File: src/logic/gasket_consts.vh
// Purpose: constants for the bus gasket configuration block
// Assumes: APB with 32-bit data, one aligned word per register
// Notes: bit positions name the control fields of the config word
`ifndef GASKET_CONSTS_VH
`define GASKET_CONSTS_VH

`define DATA_W 32
`define ADDR_W 32
`define PADDR_W 12
`define CFG_ONE_OFFSET 12'h004
`define CFG_ONE_RESET 32'h0000_0000

// Core 1 data port
`define PRE_C1D_BIT 5
`define BRE_C1D_BIT 6
`define BWE_C1D_BIT 7
// Core 1 instruction port
`define PRE_C1I_BIT 13
`define BRE_C1I_BIT 14
`define BWE_C1I_BIT 15
// Core 0 data port
`define PRE_C0D_BIT 21
`define BRE_C0D_BIT 22
`define BWE_C0D_BIT 23

// Writable bits of the config word; all others read as zero
`define CFG_ONE_MASK 32'h00e0_e0e0

// Outstanding read counter
`define RD_CNT_W 2
`define RD_CNT_MAX 2'h3
`define RD_CNT_ZERO 2'h0
`define RD_CNT_ONE 2'h1

`endif

File: src/logic/burst_gasket.v
// Purpose: one master-port gasket; splits or forwards bursts
// Assumes: slave answers beats in issue order, one answer per beat
// Notes: a write waits for its answer before the next request
`timescale 1ns/100ps
`include "gasket_consts.vh"
module burst_gasket (
   // Clock and reset
   input wire pclk,
   input wire presetn,
   // Controls from the config register
   input wire pending_read_en,
   input wire burst_read_en,
   input wire burst_write_en,
   // Master side request
   input wire m_valid,
   input wire m_write,
   input wire m_burst,
   input wire m_last,
   input wire [`ADDR_W-1:0] m_addr,
   input wire [`DATA_W-1:0] m_wdata,
   output reg m_ready,
   // Master side answer
   output reg m_resp_valid,
   output reg m_err,
   output reg [`DATA_W-1:0] m_rdata,
   // Slave side request
   output reg s_valid,
   output reg s_write,
   output reg s_burst,
   output reg s_last,
   output reg [`ADDR_W-1:0] s_addr,
   output reg [`DATA_W-1:0] s_wdata,
   input wire s_ready,
   // Slave side answer
   input wire s_resp_valid,
   input wire s_err,
   input wire [`DATA_W-1:0] s_rdata
);

reg [`RD_CNT_W-1:0] rd_out;
reg wr_busy;
reg wr_last;
reg wr_imp;
reg err_acc;
reg next_m_ready, next_m_resp_valid, next_m_err;
reg next_s_valid, next_s_write, next_s_burst, next_s_last;
reg [`ADDR_W-1:0] next_s_addr;
reg [`DATA_W-1:0] next_s_wdata;
reg [`RD_CNT_W-1:0] next_rd_out;
reg next_wr_busy, next_wr_last, next_wr_imp, next_err_acc;
reg accept;
reg opt;

always @* begin
   next_s_valid = s_valid;
   next_s_write = s_write;
   next_s_burst = s_burst;
   next_s_last = s_last;
   next_s_addr = s_addr;
   next_s_wdata = s_wdata;
   next_rd_out = rd_out;
   next_wr_busy = wr_busy;
   next_wr_last = wr_last;
   next_wr_imp = wr_imp;
   next_err_acc = err_acc;
   next_m_resp_valid = s_resp_valid;
   next_m_err = 1'b0;
   // A write is held back while reads are still in flight
   accept = m_valid & m_ready & (~m_write | (rd_out == `RD_CNT_ZERO));
   opt = m_write ? burst_write_en : burst_read_en;
   if (s_valid & s_ready) begin
      next_s_valid = 1'b0;
   end
   if (accept) begin
      next_s_valid = 1'b1;
      next_s_write = m_write;
      next_s_addr = m_addr;
      next_s_wdata = m_wdata;
      next_s_burst = m_burst & opt;
      // Split beats each stand alone on the slave side
      next_s_last = opt ? m_last : 1'b1;
      if (m_write) begin
         next_wr_busy = 1'b1;
         next_wr_last = m_last;
         next_wr_imp = m_burst & burst_write_en;
      end else begin
         next_rd_out = rd_out + `RD_CNT_ONE;
      end
   end
   if (s_resp_valid) begin
      if (wr_busy) begin
         next_wr_busy = 1'b0;
         if (wr_imp & ~wr_last) begin
            next_err_acc = err_acc | s_err;
         end else begin
            next_m_err = s_err | (wr_imp & err_acc);
            next_err_acc = 1'b0;
         end
      end else begin
         next_m_err = s_err;
         next_rd_out = next_rd_out - `RD_CNT_ONE;
      end
   end
   // Without pending reads only one read may be in flight
   next_m_ready = ~next_s_valid & ~next_wr_busy &
      ((next_rd_out == `RD_CNT_ZERO) |
       (pending_read_en & (next_rd_out != `RD_CNT_MAX)));
end

always @(posedge pclk or negedge presetn) begin
   if (!presetn) begin
      m_ready <= 1'b0;
      m_resp_valid <= 1'b0;
      m_err <= 1'b0;
      m_rdata <= {`DATA_W{1'b0}};
      s_valid <= 1'b0;
      s_write <= 1'b0;
      s_burst <= 1'b0;
      s_last <= 1'b0;
      s_addr <= {`ADDR_W{1'b0}};
      s_wdata <= {`DATA_W{1'b0}};
      rd_out <= `RD_CNT_ZERO;
      wr_busy <= 1'b0;
      wr_last <= 1'b0;
      wr_imp <= 1'b0;
      err_acc <= 1'b0;
   end else begin
      m_ready <= next_m_ready;
      m_resp_valid <= next_m_resp_valid;
      m_err <= next_m_err;
      m_rdata <= s_rdata;
      s_valid <= next_s_valid;
      s_write <= next_s_write;
      s_burst <= next_s_burst;
      s_last <= next_s_last;
      s_addr <= next_s_addr;
      s_wdata <= next_s_wdata;
      rd_out <= next_rd_out;
      wr_busy <= next_wr_busy;
      wr_last <= next_wr_last;
      wr_imp <= next_wr_imp;
      err_acc <= next_err_acc;
   end
end

endmodule // burst_gasket

File: src/logic/gasket_bridge_cfg.v
// Purpose: APB config register and three master-port bus gaskets
// Assumes: single clock pclk, asynchronous active-low presetn
// Notes: one wait state on every APB access
//
// The APB slave port was chosen for this implementation.
`timescale 1ns/100ps
`include "gasket_consts.vh"
module gasket_bridge_cfg (
   // Clock and reset
   input wire pclk,
   input wire presetn,
   // APB slave
   input wire psel,
   input wire penable,
   input wire pwrite,
   input wire [`PADDR_W-1:0] paddr,
   input wire [`DATA_W-1:0] pwdata,
   output reg pready,
   output reg [`DATA_W-1:0] prdata,
   output reg pslverr,
   // Core 1 data master side
   input wire c1d_m_valid,
   input wire c1d_m_write,
   input wire c1d_m_burst,
   input wire c1d_m_last,
   input wire [`ADDR_W-1:0] c1d_m_addr,
   input wire [`DATA_W-1:0] c1d_m_wdata,
   output wire c1d_m_ready,
   output wire c1d_m_resp_valid,
   output wire c1d_m_err,
   output wire [`DATA_W-1:0] c1d_m_rdata,
   // Core 1 data slave side
   output wire c1d_s_valid,
   output wire c1d_s_write,
   output wire c1d_s_burst,
   output wire c1d_s_last,
   output wire [`ADDR_W-1:0] c1d_s_addr,
   output wire [`DATA_W-1:0] c1d_s_wdata,
   input wire c1d_s_ready,
   input wire c1d_s_resp_valid,
   input wire c1d_s_err,
   input wire [`DATA_W-1:0] c1d_s_rdata,
   // Core 1 instruction master side
   input wire c1i_m_valid,
   input wire c1i_m_write,
   input wire c1i_m_burst,
   input wire c1i_m_last,
   input wire [`ADDR_W-1:0] c1i_m_addr,
   input wire [`DATA_W-1:0] c1i_m_wdata,
   output wire c1i_m_ready,
   output wire c1i_m_resp_valid,
   output wire c1i_m_err,
   output wire [`DATA_W-1:0] c1i_m_rdata,
   // Core 1 instruction slave side
   output wire c1i_s_valid,
   output wire c1i_s_write,
   output wire c1i_s_burst,
   output wire c1i_s_last,
   output wire [`ADDR_W-1:0] c1i_s_addr,
   output wire [`DATA_W-1:0] c1i_s_wdata,
   input wire c1i_s_ready,
   input wire c1i_s_resp_valid,
   input wire c1i_s_err,
   input wire [`DATA_W-1:0] c1i_s_rdata,
   // Core 0 data master side
   input wire c0d_m_valid,
   input wire c0d_m_write,
   input wire c0d_m_burst,
   input wire c0d_m_last,
   input wire [`ADDR_W-1:0] c0d_m_addr,
   input wire [`DATA_W-1:0] c0d_m_wdata,
   output wire c0d_m_ready,
   output wire c0d_m_resp_valid,
   output wire c0d_m_err,
   output wire [`DATA_W-1:0] c0d_m_rdata,
   // Core 0 data slave side
   output wire c0d_s_valid,
   output wire c0d_s_write,
   output wire c0d_s_burst,
   output wire c0d_s_last,
   output wire [`ADDR_W-1:0] c0d_s_addr,
   output wire [`DATA_W-1:0] c0d_s_wdata,
   input wire c0d_s_ready,
   input wire c0d_s_resp_valid,
   input wire c0d_s_err,
   input wire [`DATA_W-1:0] c0d_s_rdata
);

// Config word; only the masked control bits have storage
reg [`DATA_W-1:0] gasket_bridge_config_one;
reg [`DATA_W-1:0] next_prdata;
reg next_pslverr;
wire hit;
wire access;
wire commit;

assign hit = (paddr == `CFG_ONE_OFFSET);
assign access = psel & penable;
// Write lands only at the edge that samples pready high
assign commit = access & pready;

always @* begin
   next_prdata = {`DATA_W{1'b0}};
   next_pslverr = 1'b0;
   if (hit) begin
      next_prdata = gasket_bridge_config_one & `CFG_ONE_MASK;
   end else begin
      next_pslverr = 1'b1;
   end
end

always @(posedge pclk or negedge presetn) begin
   if (!presetn) begin
      pready <= 1'b0;
      prdata <= {`DATA_W{1'b0}};
      pslverr <= 1'b0;
      gasket_bridge_config_one <= `CFG_ONE_RESET;
   end else begin
      if (access & ~pready) begin
         pready <= 1'b1;
         prdata <= pwrite ? {`DATA_W{1'b0}} : next_prdata;
         pslverr <= next_pslverr;
      end else begin
         pready <= 1'b0;
         prdata <= {`DATA_W{1'b0}};
         pslverr <= 1'b0;
      end
      if (commit & pwrite & hit) begin
         // Reserved bits never take a written one
         gasket_bridge_config_one <= pwdata & `CFG_ONE_MASK;
      end
   end
end

burst_gasket c1d_gasket (
   .pclk(pclk),
   .presetn(presetn),
   .pending_read_en(gasket_bridge_config_one[`PRE_C1D_BIT]),
   .burst_read_en(gasket_bridge_config_one[`BRE_C1D_BIT]),
   .burst_write_en(gasket_bridge_config_one[`BWE_C1D_BIT]),
   .m_valid(c1d_m_valid),
   .m_write(c1d_m_write),
   .m_burst(c1d_m_burst),
   .m_last(c1d_m_last),
   .m_addr(c1d_m_addr),
   .m_wdata(c1d_m_wdata),
   .m_ready(c1d_m_ready),
   .m_resp_valid(c1d_m_resp_valid),
   .m_err(c1d_m_err),
   .m_rdata(c1d_m_rdata),
   .s_valid(c1d_s_valid),
   .s_write(c1d_s_write),
   .s_burst(c1d_s_burst),
   .s_last(c1d_s_last),
   .s_addr(c1d_s_addr),
   .s_wdata(c1d_s_wdata),
   .s_ready(c1d_s_ready),
   .s_resp_valid(c1d_s_resp_valid),
   .s_err(c1d_s_err),
   .s_rdata(c1d_s_rdata)
);

burst_gasket c1i_gasket (
   .pclk(pclk),
   .presetn(presetn),
   .pending_read_en(gasket_bridge_config_one[`PRE_C1I_BIT]),
   .burst_read_en(gasket_bridge_config_one[`BRE_C1I_BIT]),
   .burst_write_en(gasket_bridge_config_one[`BWE_C1I_BIT]),
   .m_valid(c1i_m_valid),
   .m_write(c1i_m_write),
   .m_burst(c1i_m_burst),
   .m_last(c1i_m_last),
   .m_addr(c1i_m_addr),
   .m_wdata(c1i_m_wdata),
   .m_ready(c1i_m_ready),
   .m_resp_valid(c1i_m_resp_valid),
   .m_err(c1i_m_err),
   .m_rdata(c1i_m_rdata),
   .s_valid(c1i_s_valid),
   .s_write(c1i_s_write),
   .s_burst(c1i_s_burst),
   .s_last(c1i_s_last),
   .s_addr(c1i_s_addr),
   .s_wdata(c1i_s_wdata),
   .s_ready(c1i_s_ready),
   .s_resp_valid(c1i_s_resp_valid),
   .s_err(c1i_s_err),
   .s_rdata(c1i_s_rdata)
);

burst_gasket c0d_gasket (
   .pclk(pclk),
   .presetn(presetn),
   .pending_read_en(gasket_bridge_config_one[`PRE_C0D_BIT]),
   .burst_read_en(gasket_bridge_config_one[`BRE_C0D_BIT]),
   .burst_write_en(gasket_bridge_config_one[`BWE_C0D_BIT]),
   .m_valid(c0d_m_valid),
   .m_write(c0d_m_write),
   .m_burst(c0d_m_burst),
   .m_last(c0d_m_last),
   .m_addr(c0d_m_addr),
   .m_wdata(c0d_m_wdata),
   .m_ready(c0d_m_ready),
   .m_resp_valid(c0d_m_resp_valid),
   .m_err(c0d_m_err),
   .m_rdata(c0d_m_rdata),
   .s_valid(c0d_s_valid),
   .s_write(c0d_s_write),
   .s_burst(c0d_s_burst),
   .s_last(c0d_s_last),
   .s_addr(c0d_s_addr),
   .s_wdata(c0d_s_wdata),
   .s_ready(c0d_s_ready),
   .s_resp_valid(c0d_s_resp_valid),
   .s_err(c0d_s_err),
   .s_rdata(c0d_s_rdata)
);

endmodule // gasket_bridge_cfg

File: config.mk
export PLATFORM = sky130hd
export DESIGN_NAME = gasket_bridge_cfg
export DESIGN_NICKNAME = d
export VERILOG_FILES = /design/src/logic/burst_gasket.v /design/src/logic/gasket_bridge_cfg.v
export VERILOG_INCLUDE_DIRS = /design/src /design/src/logic
export SDC_FILE = /design/constraint.sdc
export NUM_CORES = 1
export LEC_CHECK = 0
export BUFFER_PORTS_ARGS = -buffer_cell sky130_fd_sc_hd__buf_2
export CORE_AREA = 2 2 271 273
export CTS_CLUSTER_DIAMETER = 50
export DETAILED_ROUTE_END_ITERATION = 16
export DIE_AREA = 0 0 273 275
export GPL_ROUTABILITY_DRIVEN = 1
export PLACE_DENSITY = 0.37
export SYNTH_ARGS = -nofsm -noshare
export SYNTH_HDL_FRONTEND = slang
export SYNTH_SLANG_ARGS = --single-unit
File: constraint.sdc
create_clock -name pclk -period 4.8 [get_ports pclk]
set_input_delay 0.24 -clock pclk [delete_from_list [all_inputs] [get_ports pclk]]
set_output_delay 0.24 -clock pclk [all_outputs]
set_load 0.03 [all_outputs]
# Yosys cells after proc, flatten, opt, wreduce, memory -nomap -nowiden
# Cells that the tools add are included.
[classes] addsub=6 n_eq_ne=4 mux=54 bitwise=60 n_reduce_logical=12
[op_table] operator="$mux 24" n=3
[op_table] operator="$mux 1" n=39
[op_table] operator="$and 1x1->1" n=35
[op_table] operator="$mux 2" n=12
[op_table] operator="$not 1->1" n=13
[op_table] operator="$eq 12x3->1 const B" n=1
[op_table] operator="$logic_not 2->1" n=6
[op_table] operator="$or 1x1->1" n=12
[op_table] operator="$reduce_and 2->1" n=6
[op_table] operator="$add 2x1->2 const B" n=3
[op_table] operator="$ne 2x2->1 const B" n=3
[op_table] operator="$sub 2x1->2 const B" n=3
[totals] reg_bits=370 in_bits=358 output_inout_bits=343 word_cells=185

# Logic depth before layout (Yosys ltp)
[logic_depth] ltp_word=11 depth_mapped=9 depth_no_buf=6

# Cells and area by module
# Synthesis repeated with hierarchy kept, for this count alone.
[hier_totals] cells_unflattened=756 hier_area_um2=12386.9
[modules_own_cells] module="burst_gasket" instances=3 cells_per_inst=228 area_each_um2=3802.4 seq_area_each_um2=2727.6
[modules_own_cells] module="gasket_bridge_cfg" instances=1 cells_per_inst=72 area_each_um2=979.7 seq_area_each_um2=500.5

# Worst setup path after synthesis
# OpenSTA, ideal clock, no wires.
[synth_timing] path_type="reg-to-reg" from="register c1i_gasket.rd_out[0]" to="register c1i_gasket.s_wdata[26]" setup_time_ns=0.127 arrival_ns=1.618 required_time_ns=4.673 slack_ns=3.055 stages_incl_launch_ff=8 path_buffers=2 synth_period_minus_slack_ns=1.745 cell_sequence="dfrtp_1 inv_1 ha_1 inv_1 a21oi_2 buf_4 buf_4 mux2_1"
[synth_via] elab_chain_cells=3
[synth_lines] element="from (decl)" line_no="burst_gasket.v:40" source="reg [`RD_CNT_W-1:0] rd_out;"
[synth_lines] element="from (signal assigned)" line_no="burst_gasket.v:122" source="rd_out <= `RD_CNT_ZERO;"
[synth_lines] element="from (signal assigned)" line_no="burst_gasket.v:138" source="rd_out <= next_rd_out;"
[synth_lines] element="$logic_not 2->1 (no line)"
[synth_lines] element="$or 1x1->1" line_no="burst_gasket.v:69" source="accept = m_valid & m_ready & (~m_write | (rd_out == `RD_CNT_ZERO));"
[synth_lines] element="$and 1x1->1" line_no="burst_gasket.v:69"
[synth_lines] element="to (signal assigned)" line_no="burst_gasket.v:121" source="s_wdata <= {`DATA_W{1'b0}};"
[synth_lines] element="to (signal assigned)" line_no="burst_gasket.v:137" source="s_wdata <= next_s_wdata;"
[synth_lines] element="to (decl)" line_no="burst_gasket.v:32" source="output reg [`DATA_W-1:0] s_wdata,"
# Every way passes these cells.
# A chain may end at the register's enable or synchronous reset.

# Worst setup path in the final report
[layout_timing] from="register c0d_gasket.rd_out[0]" to="register c0d_gasket.s_wdata[0]"
[layout_via] elab_chain_cells=3
[layout_lines] element="from (decl)" line_no="burst_gasket.v:40"
[layout_lines] element="from (signal assigned)" line_no="burst_gasket.v:122"
[layout_lines] element="from (signal assigned)" line_no="burst_gasket.v:138"
[layout_lines] element="$logic_not 2->1 (no line)"
[layout_lines] element="$or 1x1->1" line_no="burst_gasket.v:69"
[layout_lines] element="$and 1x1->1" line_no="burst_gasket.v:69"
[layout_lines] element="to (signal assigned)" line_no="burst_gasket.v:121"
[layout_lines] element="to (signal assigned)" line_no="burst_gasket.v:137"
[layout_lines] element="to (decl)" line_no="burst_gasket.v:32"
# Every way passes these cells.

==> results.json <==
{
  "yosysWarningCount": 0,
  "fmax_mhz": 428,
  "hold_viol": 0,
  "cts_tree": "yes",
  "grt_max_degree": 137,
  "cp_data_arrival_time_ns": 2.85,
  "syn2layout_area_growth_pct": 76.8,
  "dieArea_um2": 75100,
  "htreeDepth": 2,
  "antenna_found_initial": 6,
  "powerDensity_nw_per_um2": 596,
  "insertion_delay_ns": 0.58,
  "cp-end-kind": "register",
  "drc": 0,
  "first_global_vias": 11800,
  "num_rows": 99,
  "post_cts_buffers": 0,
  "place.gp.congestion": 0.797,
  "period_needed_ns": 2.34,
  "relSlewSlack_pct": 31.3,
  "instances_no_fill": 3039,
  "critical_path_class": "register to register",
  "synth_edf_count": 0,
  "nNetsFinal": 2394,
  "drtIter0Drc": 452,
  "n_fill_cell": 7575,
  "synth_cells": 1032,
  "grt-ovfl-total": 0,
  "drive_above_1_share_pct": 40.7,
  "peakVddDrop_mv": 0.290,
  "cts_sinks": 347,
  "startpoint_type": "register",
  "die_x_um": 273,
  "synthesis.area_per_instance_um2": 12.0,
  "fin_setup_tns_ns": 0,
  "worstMarginPinSlew_ns": 1.03,
  "numPortBuffers": 654,
  "die_h_um": 275,
  "layout_common_cells": "buf_2 (653), nand2_1 (399), dfrtp_1 (347)",
  "grt_setup_unrepaired": "false",
  "dr.pass1.iters": 4,
  "p_leak_nw": 11.1,
  "ys_ff_latch": 347,
  "regArea_um2": 8680,
  "vias_per_cell": 3.63,
  "path_max_fanout": 39,
  "final_util_pct": 30.2,
  "period_share_pct": 48.7,
  "async_flop_share_pct": 100,
  "coreArea_um2": 72300,
  "synthesis.area_um2": 12400,
  "setup_viol": 0,
  "maxCapViolCount": 0,
  "status": "finished clean",
  "start_util_pct": 17.1,
  "worstPathRequired_ns": 5.31,
  "grt_util_all_layers_pct": 11.7,
  "fin_worst_skew_ns": 0.0213,
  "clk_path_buf_depth": 3,
  "layout.cells.most_common": "buf_2",
  "ios": 701,
  "dp_hpwl_um": 33100,
  "grt_pass1_wl_um": 68300,
  "path_clk_slew_ns": 0.05,
  "synth_seq_area_share_pct": 70.3,
  "dp.cells": 2616,
  "worst_hold_path_type": "primary input to register",
  "ys_types": 41,
  "cts_root_buf": "clkbuf_16",
  "post_drt_wl_per_cell_um": 15.0,
  "multi_input_area_um2": 3370,
  "final_antenna_net_count": 0,
  "vias": 11000,
  "maxSlewViolCount": 0,
  "cts_made_buffers": 57,
  "wl_um": 45600,
  "ys.flop_type": "dfrtp_1"
}
-- metrics by stage --
step | hold WS, ns | power (W) | area, um2 | worst slack, ns
3_5_place_dp | 0.291 | 0.00871 | 16700 | 2.31
5_1_grt | 0.0370 | 0.0138 | 21800 | 2.18
2_1_floorplan | -0.0556 | 0.00717 | 12400 | 3.05
3_3_place_gp | 0.292 | 0.00869 | 16700 | 2.36
6_report | 0.0524 | 0.0130 | 21800 | 2.46
4_1_cts | 0.00263 | 0.0133 | 21800 | 2.42
-- synth_stat cells (5+ instances only) --
cell type | count | area, um2
nand2_1 | 399 | 1500
dfrtp_1 | 347 | 8680
mux2_2 | 71 | 800
buf_4 | 26 | 195
buf_2 | 22 | 110
nor2_1 | 20 | 75.1
inv_1 | 15 | 56.3
clkbuf_1 | 12 | 45.0
xnor2_1 | 11 | 96.3
nand2b_1 | 10 | 62.6
a21oi_1 | 9 | 45.0
a31oi_1 | 9 | 56.3
and2_1 | 9 | 56.3
o21ai_0 | 8 | 40.0
nand4_1 | 7 | 43.8
nand3b_1 | 6 | 45.0
and3_1 | 5 | 31.3
mux2_1 | 5 | 56.3
-- path summary, 6_finish.rpt --
kind                                  startpoint                endpoint  slack, ns  cells past startpoint
min                                       pwrite              prdata[13]       0.05                      3
max reg2reg                 c0d_gasket.rd_out[0]   c0d_gasket.s_wdata[0]       2.46                      7
min in group asynchronous                presetn   c1i_gasket.s_addr[27]       0.24                      2
min reg2reg                c0d_gasket.s_addr[22]   c0d_gasket.s_addr[22]       0.46                      2
max                         c0d_gasket.rd_out[0]   c0d_gasket.s_wdata[0]       2.46                      7
max in group asynchronous                presetn  c1i_gasket.s_wdata[18]       3.31                      3
-- layout make-up --
class	instances	share of cell area [%]
Tap cell	959	5.49
Sequential cell	347	39.8
Clock buffer	69	7.11
Timing Repair Buffer	981	30.0
Antenna cell	1	0.0115
Inverter	15	0.258
Clock inverter	36	1.94
Multi-Input combinational cell	631	15.4
-- layer usage --
metal | track usage (%) | up-vias | routed length (um)
met5 | 0 | - | 12
met4 | 4.29 | 2 | 1400
met1 | 13.7 | 5270 | 18100
met3 | 3.13 | 88 | 3030
met2 | 20.6 | 373 | 23000
li1 | - | 5298 | -
-- flip-flops by register name (all words and copies together), names as in the netlist, 2 cells and up --
register / flops
c1d_gasket.m_rdata: 32
prdata: 9
c1i_gasket.s_wdata: 32
c1i_gasket.s_addr: 32
c1d_gasket.rd_out: 2
c1i_gasket.m_rdata: 32
c1d_gasket.s_addr: 32
c1d_gasket.s_wdata: 32
c1i_gasket.rd_out: 2
c0d_gasket.m_rdata: 32
c0d_gasket.s_addr: 32
c0d_gasket.s_wdata: 32
gasket_bridge_config_one: 9
c0d_gasket.rd_out: 2
-- power by group --
part	switching, W	internal (W)	total, W
Sequential	0.000462	0.00383	0.00429
Clock	0.00154	0.00266	0.00420
Combinational	0.00306	0.00147	0.00453
-- worst max-delay path, stage by stage, from the launching register on --
cell and delay [ns]:
dfrtp_1 0.41, inv_1 0.14, ha_1 0.21, inv_1 0.09
a21oi_4 0.81, buf_4 0.44, nand2_1 0.11, nand2_1 0.06
-- kinds of logic (layout without fill, tap and decap cells) --
group / Yosys count / count (layout) / share of synthesized area (%)
xor+xnor: 11 / 11 / 0.780
other cells: 1 / 24 / 0.0304
simple gates: 471 / 471 / 15.6
buf+inv: 76 / 1101 / 3.38
flops: 347 / 347 / 70.3
compound gates: 43 / 43 / 2.39
fa+ha+maj: 3 / 3 / 0.304
mux: 80 / 80 / 7.25
-- repair_timing --
item | 4_1_cts | 5_1_grt
hold buffers | 317 | 0
gates resized for setup | 0 | 0
hold endpoints to repair | 395 | 0
Note: power is estimated with default switching activity, not from simulation.
